`config.mk`:
```
export PLATFORM = sky130hd
export DESIGN_NAME = trigger_gate_veto_logic
export DESIGN_NICKNAME = d
export VERILOG_FILES = /design/src/rtl/gate_veto_pkg.sv /design/src/rtl/level_sync.sv /design/src/rtl/trigger_gate_veto_logic.sv
export SDC_FILE = /design/constraint.sdc
export NUM_CORES = 1
export LEC_CHECK = 0
export ABC_AREA = 1
export BUFFER_PORTS_ARGS = -buffer_cell sky130_fd_sc_hd__buf_2
export CELL_PAD_IN_SITES_DETAIL_PLACEMENT = 0
export CELL_PAD_IN_SITES_GLOBAL_PLACEMENT = 1
export CORE_MARGIN = 2
export CORE_UTILIZATION = 45
export CTS_BUF_LIST = sky130_fd_sc_hd__clkbuf_4 sky130_fd_sc_hd__clkbuf_8 sky130_fd_sc_hd__clkbuf_16
export DETAILED_ROUTE_END_ITERATION = 8
export GPL_ROUTABILITY_DRIVEN = 0
export PLACE_DENSITY = 0.81
export SKIP_CTS_REPAIR_TIMING = 1
export SLEW_MARGIN = 5
export SYNTH_ARGS = -nofsm -noshare
export SYNTH_HDL_FRONTEND = slang
export SYNTH_SLANG_ARGS = --single-unit
```
`constraint.sdc`:
```
create_clock -name pclk -period 9.9 [get_ports pclk]
set_input_delay 1.98 -clock pclk [delete_from_list [all_inputs] [get_ports pclk]]
set_output_delay 1.98 -clock pclk [all_outputs]
set_load 0.01 [all_outputs]
```
`src/rtl/gate_veto_pkg.sv`:
```
package gate_veto_pkg;

    // Channel and pin counts.
    localparam int NUM_CHAN   = 16;
    localparam int NUM_PAIR   = 4;
    localparam int NUM_FDI    = 6;
    localparam int NUM_TEST   = 6;
    localparam int SYNC_WIDTH = 28;

    // Register byte offsets on the APB bus.
    localparam logic [7:0] OFF_CHAN_SENSE  = 8'h00;
    localparam logic [7:0] OFF_MOD_CTRL    = 8'h04;
    localparam logic [7:0] OFF_PAIR_DIR    = 8'h08;
    localparam logic [7:0] OFF_PAIR_OUT    = 8'h0C;
    localparam logic [7:0] OFF_TEST_SEL    = 8'h10;
    localparam logic [7:0] OFF_GATE_STATUS = 8'h14;
    localparam logic [7:0] OFF_ACCEPT_CNT  = 8'h18;
    localparam logic [7:0] OFF_DISCARD_CNT = 8'h1C;

    // Values after reset: every gate in veto sense, every pair an input.
    localparam logic [15:0] RST_CHAN_SENSE = 16'h0000;
    localparam logic        RST_MOD_SENSE  = 1'b0;
    localparam logic [3:0]  RST_PAIR_DIR   = 4'h0;
    localparam logic [3:0]  RST_PAIR_OUT   = 4'h0;
    localparam logic [1:0]  RST_TEST_SEL   = 2'h0;
    localparam logic [15:0] RST_COUNT      = 16'h0000;

    // Field positions in the module control register.
    localparam int MOD_SENSE_BIT = 0;

    // Field positions in the gate status register.
    localparam int STAT_CHAN_LSB  = 0;
    localparam int STAT_MOD_BIT   = 16;
    localparam int STAT_SPARE_BIT = 17;
    localparam int STAT_FDI_LSB   = 18;
    localparam int STAT_PAIR_LSB  = 24;

    // Test output views.
    localparam logic [1:0] TSEL_GATES  = 2'h0;
    localparam logic [1:0] TSEL_DECIDE = 2'h1;
    localparam logic [1:0] TSEL_INPUTS = 2'h2;
    localparam logic [1:0] TSEL_PAIRS  = 2'h3;

    // Synchronised front-panel levels; the packing matches the status
    // register layout from bit 0 upward.
    typedef struct packed {
        logic [NUM_PAIR-1:0] pair;
        logic [NUM_FDI-1:0]  fdi;
        logic                spare;
        logic                module_gate;
        logic [NUM_CHAN-1:0] chan;
    } gate_levels_type;

endpackage

```
`src/rtl/level_sync.sv`:
```
`timescale 1ns/1ps

module level_sync
    import gate_veto_pkg::*;
#(
    parameter int WIDTH = SYNC_WIDTH
) (
    input  wire logic             pclk,
    input  wire logic             presetn,
    input  wire logic [WIDTH-1:0] din,
    output logic      [WIDTH-1:0] dout
);

    typedef struct packed {
        logic [WIDTH-1:0] s1;
        logic [WIDTH-1:0] s2;
        logic [WIDTH-1:0] s3;
        logic [WIDTH-1:0] level;
    } sync_state_type;

    sync_state_type st_r;
    sync_state_type st_nxt;

    // A rising level counts only once the second and third stages agree, but
    // the level falls as soon as they disagree, so only a single-cycle high
    // glitch that slips through the first stage is ignored.
    always_comb begin
        st_nxt       = st_r;
        st_nxt.s1    = din;
        st_nxt.s2    = st_r.s1;
        st_nxt.s3    = st_r.s2;
        st_nxt.level = (st_r.s2 & st_r.s3)
                     | (st_r.level & ~(st_r.s2 ^ st_r.s3));
    end

    always_ff @(posedge pclk or negedge presetn) begin
        if (!presetn) begin
            st_r <= '0;
        end else begin
            st_r <= st_nxt;
        end
    end

    assign dout = st_r.level;

endmodule

```
`src/rtl/trigger_gate_veto_logic.sv`:
```
// What this block does
// - Sixteen channel gates each decide the fate of their own channel only.
// - A channel gate is a level that counts when high and is idle when low.
// - In veto sense a channel trigger that meets a high channel gate is lost.
// - Software can turn each channel gate from veto into validation sense.
// - In validation sense a channel trigger is kept only with its gate high.
// - One module gate acts on the acceptance of all sixteen channels.
// - The module gate is a level that counts when high and is idle when low.
// - In veto sense a high module gate drops the trigger of every channel.
// - In validation sense a trigger is kept only while the module gate is up.
// - The four differential pairs each have a software-set direction.
// - Six test outputs show internal state chosen by software.
// - The six digital inputs are handed on for firmware-defined use.
// - The spare gate is synchronised and reported but has no effect.
`timescale 1ns/1ps

module trigger_gate_veto_logic
    import gate_veto_pkg::*;
(
    input  wire logic                pclk,
    input  wire logic                presetn,
    input  wire logic [7:0]          paddr,
    input  wire logic                psel,
    input  wire logic                penable,
    input  wire logic                pwrite,
    input  wire logic [31:0]         pwdata,
    output logic                     pready,
    output logic      [31:0]         prdata,
    output logic                     pslverr,
    input  wire logic [NUM_CHAN-1:0] fast_trig,
    input  wire logic [NUM_CHAN-1:0] channel_gate_in,
    input  wire logic                module_gate_in,
    input  wire logic                spare_gate_in,
    input  wire logic [NUM_FDI-1:0]  front_digital_in,
    input  wire logic [NUM_PAIR-1:0] diff_pair_in,
    output logic      [NUM_PAIR-1:0] diff_pair_out,
    output logic      [NUM_PAIR-1:0] diff_pair_oe_n,
    output logic      [NUM_CHAN-1:0] trig_accept,
    output logic      [NUM_CHAN-1:0] trig_discard,
    output logic      [NUM_TEST-1:0] front_test_out,
    output gate_levels_type          gate_levels
);

    typedef struct packed {
        logic [NUM_CHAN-1:0] chan_sense;
        logic                mod_sense;
        logic [NUM_PAIR-1:0] pair_dir;
        logic [NUM_PAIR-1:0] pair_out;
        logic [1:0]          test_sel;
        logic [31:0]         rdata;
        logic                slverr;
        logic [NUM_CHAN-1:0] accept;
        logic [NUM_CHAN-1:0] discard;
        logic [NUM_TEST-1:0] test_out;
        logic [15:0]         accept_cnt;
        logic [15:0]         discard_cnt;
    } gate_state_type;

    gate_state_type      st_r;
    gate_state_type      st_nxt;
    gate_levels_type     lv;
    logic [NUM_CHAN-1:0] chan_ok;
    logic                mod_ok;
    logic [NUM_CHAN-1:0] acc_now;
    logic [NUM_CHAN-1:0] dis_now;
    logic [4:0]          n_acc;
    logic [4:0]          n_dis;
    logic                setup_ph;
    logic                wr_ph;

    // Every pin level crosses through one synchroniser bank.
    level_sync #(
        .WIDTH (SYNC_WIDTH)
    ) u_sync (
        .pclk    (pclk),
        .presetn (presetn),
        .din     ({diff_pair_in, front_digital_in, spare_gate_in,
                   module_gate_in, channel_gate_in}),
        .dout    (lv)
    );

    // A gate counts as effective only while high, and the sense bit decides
    // whether effective means drop or keep.
    assign chan_ok = ~(lv.chan ^ st_r.chan_sense);
    assign mod_ok  = ~(lv.module_gate ^ st_r.mod_sense);
    assign acc_now = fast_trig & chan_ok & {NUM_CHAN{mod_ok}};
    assign dis_now = fast_trig & ~(chan_ok & {NUM_CHAN{mod_ok}});

    always_comb begin
        n_acc = 5'h00;
        n_dis = 5'h00;
        for (int i = 0; i < NUM_CHAN; i++) begin
            n_acc = n_acc + {4'h0, st_r.accept[i]};
            n_dis = n_dis + {4'h0, st_r.discard[i]};
        end
    end

    assign setup_ph = psel && !penable;
    assign wr_ph    = psel && penable && pwrite;

    always_comb begin
        st_nxt         = st_r;
        st_nxt.accept  = acc_now;
        st_nxt.discard = dis_now;

        // The spare gate is only reported; custom logic may use it later.
        case (st_r.test_sel)
            TSEL_GATES: begin
                st_nxt.test_out = {lv.spare, lv.module_gate,
                                   lv.chan[3:0]};
            end
            TSEL_DECIDE: begin
                st_nxt.test_out = {|st_r.accept, |st_r.discard, mod_ok,
                                   lv.module_gate, lv.spare, |fast_trig};
            end
            TSEL_INPUTS: begin
                st_nxt.test_out = lv.fdi;
            end
            TSEL_PAIRS: begin
                st_nxt.test_out = {2'h0, lv.pair};
            end
            default: begin
                st_nxt.test_out = '0;
            end
        endcase

        // Counters clear on write; a count arriving in the same cycle is
        // added on top so that no trigger goes uncounted.
        st_nxt.accept_cnt  = st_r.accept_cnt + {11'h000, n_acc};
        st_nxt.discard_cnt = st_r.discard_cnt + {11'h000, n_dis};

        // Read data and error are fixed in the setup cycle so that both
        // come from flip-flops during the access cycle.
        if (setup_ph) begin
            st_nxt.rdata  = 32'h0000_0000;
            st_nxt.slverr = 1'b0;
            case (paddr)
                OFF_CHAN_SENSE: begin
                    st_nxt.rdata[NUM_CHAN-1:0] = st_r.chan_sense;
                end
                OFF_MOD_CTRL: begin
                    st_nxt.rdata[MOD_SENSE_BIT] = st_r.mod_sense;
                end
                OFF_PAIR_DIR: begin
                    st_nxt.rdata[NUM_PAIR-1:0] = st_r.pair_dir;
                end
                OFF_PAIR_OUT: begin
                    st_nxt.rdata[NUM_PAIR-1:0] = st_r.pair_out;
                end
                OFF_TEST_SEL: begin
                    st_nxt.rdata[1:0] = st_r.test_sel;
                end
                OFF_GATE_STATUS: begin
                    st_nxt.rdata[SYNC_WIDTH-1:0] = lv;
                end
                OFF_ACCEPT_CNT: begin
                    st_nxt.rdata[15:0] = st_r.accept_cnt;
                end
                OFF_DISCARD_CNT: begin
                    st_nxt.rdata[15:0] = st_r.discard_cnt;
                end
                default: begin
                    st_nxt.slverr = 1'b1;
                end
            endcase
        end

        if (wr_ph) begin
            case (paddr)
                OFF_CHAN_SENSE: begin
                    st_nxt.chan_sense = pwdata[NUM_CHAN-1:0];
                end
                OFF_MOD_CTRL: begin
                    st_nxt.mod_sense = pwdata[MOD_SENSE_BIT];
                end
                OFF_PAIR_DIR: begin
                    st_nxt.pair_dir = pwdata[NUM_PAIR-1:0];
                end
                OFF_PAIR_OUT: begin
                    st_nxt.pair_out = pwdata[NUM_PAIR-1:0];
                end
                OFF_TEST_SEL: begin
                    st_nxt.test_sel = pwdata[1:0];
                end
                OFF_ACCEPT_CNT: begin
                    st_nxt.accept_cnt = {11'h000, n_acc};
                end
                OFF_DISCARD_CNT: begin
                    st_nxt.discard_cnt = {11'h000, n_dis};
                end
                default: begin
                end
            endcase
        end
    end

    always_ff @(posedge pclk or negedge presetn) begin
        if (!presetn) begin
            st_r.chan_sense  <= RST_CHAN_SENSE;
            st_r.mod_sense   <= RST_MOD_SENSE;
            st_r.pair_dir    <= RST_PAIR_DIR;
            st_r.pair_out    <= RST_PAIR_OUT;
            st_r.test_sel    <= RST_TEST_SEL;
            st_r.rdata       <= 32'h0000_0000;
            st_r.slverr      <= 1'b0;
            st_r.accept      <= '0;
            st_r.discard     <= '0;
            st_r.test_out    <= '0;
            st_r.accept_cnt  <= RST_COUNT;
            st_r.discard_cnt <= RST_COUNT;
        end else begin
            st_r <= st_nxt;
        end
    end

    // Zero wait states: the slave answers in the first access cycle.
    assign pready         = psel && penable;
    assign prdata         = st_r.rdata;
    assign pslverr        = st_r.slverr;
    // A pair set as output is driven from its register; oe_n low drives.
    assign diff_pair_out  = st_r.pair_out;
    assign diff_pair_oe_n = ~st_r.pair_dir;
    assign trig_accept    = st_r.accept;
    assign trig_discard   = st_r.discard;
    assign front_test_out = st_r.test_out;
    assign gate_levels    = lv;
endmodule

```
==> results.json, run 1 <==
{
  "tritoncts": "yes",
  "postSynthAreaPerCell_um2": 9.86,
  "arrival_ns": 5.27,
  "synth_xor_area_share_pct": 2.11,
  "max_freq_mhz": 207,
  "status": "complete, no violations",
  "antenna_left": 0,
  "coreArea_um2": 25300,
  "grt_pass1_wl_um": 42700,
  "grt_pass1_vias": 7953,
  "peakVddDrop_v": 0.000151,
  "report.final.slew_viol_count": 0,
  "cts-htree-levels": 1,
  "synth_edf_count": 0,
  "cts_root_buf": "clkbuf_16",
  "drive_above_1_share_pct": 20.5,
  "die_w_um": 164,
  "synth_flop_cell": "dfrtp_1",
  "cp-end-kind": "register",
  "n_fill_cell": 2329,
  "via_per_inst": 4.91,
  "antenna_found_initial": 1,
  "postSynth.asyncResetShare_pct": 100,
  "holdPathStages": 0,
  "synth.area.mux_share_pct": 1.56,
  "synth_compound_area_share_pct": 7.88,
  "crit_type": "reg2reg",
  "finClkSkew_ns": 0.0139,
  "clock_latency_ns": 0.52,
  "areaGrowthSynthToFinish_pct": 11.8,
  "clk_pin_slew_ns": 0.06,
  "drtIter0Drc": 436,
  "cp_data_required_time_ns": 10.34,
  "timing.final.crit_period_ns": 4.84,
  "rr_worst_depth": 17,
  "crit_path_max_fanout": 5,
  "cts_max_path_buffers": 3,
  "io_pins": 197,
  "design_area_um2": 12900,
  "synthAdderAreaFrac_pct": 9.21,
  "cts.sinks": 238,
  "portBuffers": 176,
  "ys_seq_elements": 238,
  "rsz0062_at_grt": "false",
  "period_share_pct": 48.8,
  "die_h_um": 164,
  "syn_area_um2": 11600,
  "ff_latch_area_um2": 5960,
  "vias": 7908,
  "yosys.area_share.simple_pct": 15.4,
  "tightest_slew_ns": 0.974,
  "multi_input_area_um2": 4200,
  "p_per_area_nw_per_um2": 255,
  "totalWireLength_um": 27300,
  "synth_cells": 1174,
  "p_leak_nw": 6.80,
  "drc": 0,
  "seq_area_frac_synth_pct": 51.4,
  "grt_max_degree": 101,
  "synth_top_family_by_area": "simple AND/OR/NAND/NOR gates",
  "tns_ns": 0,
  "synth_cell_types": 46,
  "track_usage_pct": 20.5,
  "hp-class": "reg2reg",
  "yosysWarnings": 0,
  "initial_utilization_pct": 45.9,
  "placed_cell_area_um2": 12000,
  "cap_violations": 0,
  "nNetsFinal": 1424,
  "overflow": 0,
  "dr.pass1.iters": 5,
  "cts_buffers": 25,
  "diodes": 0,
  "critPathLaunchType": "register",
  "post-dp-hpwl_um": 20300,
  "setup-violations-final": 0,
  "wl_per_cell_um": 17.0,
  "die-area_um2": 27000,
  "final-hold-violation-count": 0,
  "num_rows": 58,
  "relSlewSlack_pct": 35.1
}
## critical path, stage by stage (launching register included)
cell,delay [ns]
dfrtp_1,0.37
inv_1,0.07
fa_1,0.55
fa_1,0.45
fa_1,0.47
fa_1,0.52
inv_1,0.05
ha_1,0.20
fa_1,0.40
xor2_1,0.40
ha_1,0.37
a21oi_1,0.19
nand2_1,0.15
nand2_1,0.11
nand2_1,0.13
nand2_1,0.12
nand2_1,0.06
a21oi_1,0.13
## per-stage QoR
stage / util (%) / cells / setup WS, ns / power, mW / hold slack (ns)
global route: 51.2 / 1611 / 4.80 / 3.54 / 0.349
global placement: 47.7 / 1566 / 5.18 / 2.26 / 0.331
floorplan: - / 1177 / 5.56 / 2.00 / 0.331
finish: 51.2 / 1611 / 5.06 / 3.30 / 0.345
detailed placement: 47.7 / 1566 / 5.12 / 2.29 / 0.335
CTS: 51.2 / 1611 / 5.08 / 3.32 / 0.348
## state kept, by name, summed over array words and instances, names as in the netlist
| signal | cells |
|---|---|
| trig_discard | 16 |
| prdata | 28 |
| diff_pair_out | 4 |
| u_sync.st_nxt | 56 |
| front_test_out | 6 |
| st_r | 55 |
| u_sync.dout | 28 |
| u_sync.st_r | 28 |
| pslverr | 1 |
| trig_accept | 16 |
## power by group
part	switching [mW]	internal (mW)	total, mW
Combinational	0.667	0.426	1.09
Sequential	0.0977	1.09	1.19
Clock	0.384	0.635	1.02
Total	1.15	2.16	3.30
## per-layer routing
metal / wire (um) / global-route usage [%] / part of all wire, %
met2: 12700 / 33.2 / 46
met4: 598 / 4.62 / 2.2
met1: 12300 / 29.0 / 45
met5: 0 / 0 / 0
met3: 1720 / 3.79 / 6.3
## placed cells by master (no fill, tap or decap), types with 7 or more instances in the layout
cell type  instances
buf_2            175
fa_1              22
dfrtp_1          238
ha_1              50
nor3_1             8
o31ai_1           12
o21bai_1          28
clkbuf_16         25
xor2_1             7
nor2_1            68
clkbuf_8           7
a21oi_1           35
o21ai_0           40
nand2_1          223
o21ai_1           20
nand3_1           64
mux2_4            12
nand4_1           11
inv_1            138
a21boi_0          10
xnor2_1           19
## final timing paths
path | from | endpoint | slack (ns)
worst min-delay path | u_sync.st_nxt[76] | u_sync.st_nxt[48] | 0.35
max in group asynchronous | presetn | u_sync.st_r[53] | 6.95
worst max-delay path | trig_accept[11] | st_r[27] | 5.06
worst max register to register | trig_accept[11] | st_r[27] | 5.06
worst min register to register | u_sync.st_nxt[76] | u_sync.st_nxt[48] | 0.35
min in group asynchronous | presetn | st_r[26] | 1.49
## logic make-up (layout without fill, tap and decap cells)
kind of cell / Yosys count / count (layout)
buffers and inverters: 265 / 369
muxes: 12 / 12
other: 1 / 4
DFF: 238 / 238
and+or+nand+nor: 405 / 405
adders and majority gates: 72 / 72
AOI/OAI and AO/OA: 154 / 154
xor gates and xnor gates: 27 / 27
## synthesized netlist by cell type (all sizes together) (2+ instances only)
cell type | instances | share of area (%)
a21boi | 10 | 0.65
a21oi | 36 | 1.6
and2 | 2 | 0.11
buf | 117 | 7.6
clkbuf | 5 | 0.16
dfrtp | 238 | 51
fa | 22 | 3.8
ha | 50 | 5.4
inv | 142 | 4.6
mux2 | 12 | 1.6
nand2 | 228 | 7.6
nand3 | 67 | 3.1
nand3b | 4 | 0.26
nand4 | 11 | 0.59
nor2 | 75 | 2.8
nor3 | 9 | 0.43
nor4 | 5 | 0.27
o21ai | 60 | 2.6
o21bai | 28 | 1.8
o22ai | 5 | 0.27
o31ai | 12 | 0.78
or2 | 3 | 0.16
xnor2 | 20 | 1.6
xor2 | 7 | 0.53
## area by class of cell
cell class	count	area share (%)
Clock buffer	37	5.87
Tap cell	330	3.19
Clock inverter	8	1.15
Timing Repair Buffer	181	7.17
Sequential cell	238	46.0
Multi-Input combinational cell	674	32.4
Inverter	143	4.16
Note: power is estimated with default switching activity, not from simulation.
==> run 2: changes to the inputs <==
--- a/config.mk
+++ b/config.mk
@@ -10,11 +10,11 @@
 export CELL_PAD_IN_SITES_DETAIL_PLACEMENT = 0
 export CELL_PAD_IN_SITES_GLOBAL_PLACEMENT = 1
 export CORE_MARGIN = 2
-export CORE_UTILIZATION = 45
+export CORE_UTILIZATION = 44
 export CTS_BUF_LIST = sky130_fd_sc_hd__clkbuf_4 sky130_fd_sc_hd__clkbuf_8 sky130_fd_sc_hd__clkbuf_16
 export DETAILED_ROUTE_END_ITERATION = 8
 export GPL_ROUTABILITY_DRIVEN = 0
-export PLACE_DENSITY = 0.81
+export PLACE_DENSITY = 0.8
 export SKIP_CTS_REPAIR_TIMING = 1
 export SLEW_MARGIN = 5
 export SYNTH_ARGS = -nofsm -noshare
==> constraint.sdc (replaced) <==
create_clock -name pclk -period 4.9 [get_ports pclk]
set_input_delay 0.98 -clock pclk [delete_from_list [all_inputs] [get_ports pclk]]
set_output_delay 0.98 -clock pclk [all_outputs]
set_load 0.01 [all_outputs]
==> run 2 against run 1 <==
Die area rose by 2.2%. Sequential share of layout area fell by 0.40 points. Non-clock buffer count rose by 3. Worst hold slack better by 0.00095 ns. Count of clock-buffer cells in the layout fell by 4. Wire length down 0.50%. Core utilization decreased by 1.0 points. Final cell count is 0.81% higher. Via count increased by 0.76%. Fmax increased by 3.3%.
==> results.json, run 2 (synthesis results as in run 1) <==
{
  "grt_pass1_wl_um": 43900,
  "nNetsFinal": 1428,
  "tritoncts": "yes",
  "die_h_um": 166,
  "dr_wl_met2_um": 12700,
  "worst_hold_slack_ns": 0.346,
  "drc": 0,
  "track_usage_pct": 20.0,
  "initial_utilization_pct": 44.6,
  "dr.pass1.iters": 5,
  "cp-end-kind": "register",
  "cts_max_path_buffers": 3,
  "critPathLaunchType": "register",
  "areaGrowthSynthToFinish_pct": 12.8,
  "cap_violations": 0,
  "status": "complete, no violations",
  "crit_path_max_fanout": 3,
  "grt_max_degree": 109,
  "slowest_delay_ns": 0.51,
  "antenna_found_initial": 1,
  "clk_pin_slew_ns": 0.06,
  "slowest_stage": "fa_1",
  "report.final.slew_viol_count": 0,
  "relSlewSlack_pct": 54.1,
  "cts_root_buf": "clkbuf_16",
  "wl_per_cell_um": 16.8,
  "n_fill_cell": 2472,
  "cts_buffers": 26,
  "final-hold-violation-count": 0,
  "multi_input_area_um2": 4230,
  "largest_reg_flops": 56,
  "arrival_ns": 5.09,
  "layout_commonest_cell": "dfrtp_1",
  "highest_layer": "met4",
  "overflow": 0,
  "setup-violations-final": 0,
  "totalWireLength_um": 27200,
  "crit_type": "reg2reg",
  "num_rows": 59,
  "mostFrequentLayoutCells": "238 x dfrtp_1, 221 x nand2_1, 175 x buf_2",
  "tightest_slew_ns": 0.688,
  "finClkSkew_ns": 0.0145,
  "via_per_inst": 4.91,
  "post-dp-hpwl_um": 20400,
  "io_pins": 197,
  "dr_wl_met3_um": 1460,
  "timing.final.crit_period_ns": 4.68,
  "worst-path-buf-inv": 2,
  "p_per_area_nw_per_um2": 522,
  "coreArea_um2": 26000,
  "antenna_left": 0,
  "worstPathCellList": "inv_1, fa_1, fa_1, fa_1, fa_1, inv_1, ha_1, fa_1, xor2_2, ha_4, or2_2, and2_1, nand2_1, nand2_1, nand2_1, nand2_1, nand2_1, nor2_1",
  "p_leak_nw": 6.83,
  "vias": 7968,
  "max_freq_mhz": 214,
  "die-area_um2": 27600,
  "period_share_pct": 95.6,
  "peakVddDrop_v": 0.000345,
  "ff_latch_area_um2": 5960,
  "cp_top_family": "adder cells",
  "cts.sinks": 238,
  "hp-class": "reg2reg",
  "drtIter0Drc": 515,
  "dp_cells": 1573,
  "portBuffers": 176,
  "cp_data_required_time_ns": 5.31,
  "cts-htree-levels": 1,
  "final_cells": 1624,
  "m1WireLength_um": 12400,
  "power_mw": 6.81,
  "die_w_um": 166,
  "clock_latency_ns": 0.53,
  "drive_above_1_share_pct": 21.4,
  "grt_pass1_vias": 8066
}
## run 2: worst paths after layout
kind                                   startpoint                end  slack (ns)  depth (start not counted)
worst max-delay path              trig_discard[1]           st_r[15]        0.22                         18
worst max register to register    trig_discard[1]           st_r[15]        0.22                         18
max in group asynchronous                 presetn            st_r[9]        3.39                          2
min in group asynchronous                 presetn     trig_accept[2]        0.47                          1
worst min-delay path            u_sync.st_nxt[79]  u_sync.st_nxt[51]        0.35                          0
worst min register to register  u_sync.st_nxt[79]  u_sync.st_nxt[51]        0.35                          0
## run 2: power by group
part | total (mW) | switching (mW) | internal, mW | leakage (nW)
Combinational | 2.31 | 1.38 | 0.933 | 3.43
Clock | 2.09 | 0.819 | 1.28 | 0.456
Sequential | 2.40 | 0.190 | 2.21 | 2.94
## run 2: through the flow
stage / setup TNS (ns) / cell area, um2 / utilization, % / setup slack [ns]
final: 0 / 13100 / 50.2 / 0.218
after global routing: -0.0166 / 13100 / 50.2 / -0.0166
after CTS: 0 / 13000 / 50.1 / 0.126
after detailed placement: 0 / 12100 / 46.4 / 0.152
after global placement: 0 / 12100 / 46.4 / 0.218
after floorplan: 0 / 11600 / - / 0.563
## run 2: area by class of cell
class | instances | share of cell area [%]
Sequential cell | 238 | 45.6
Multi-Input combinational cell | 674 | 32.4
Timing Repair Buffer | 184 | 7.38
Clock buffer | 33 | 5.58
Inverter | 143 | 4.12
Tap cell | 335 | 3.21
Clock inverter | 15 | 1.63
Antenna cell | 2 | 0.0383
## run 2: layer usage
metal  vias up  GRT usage (%)
li1       3840              -
met5         -              0
met1      3877           28.4
met2       217           32.4
met3        34           3.41
met4         0           4.69
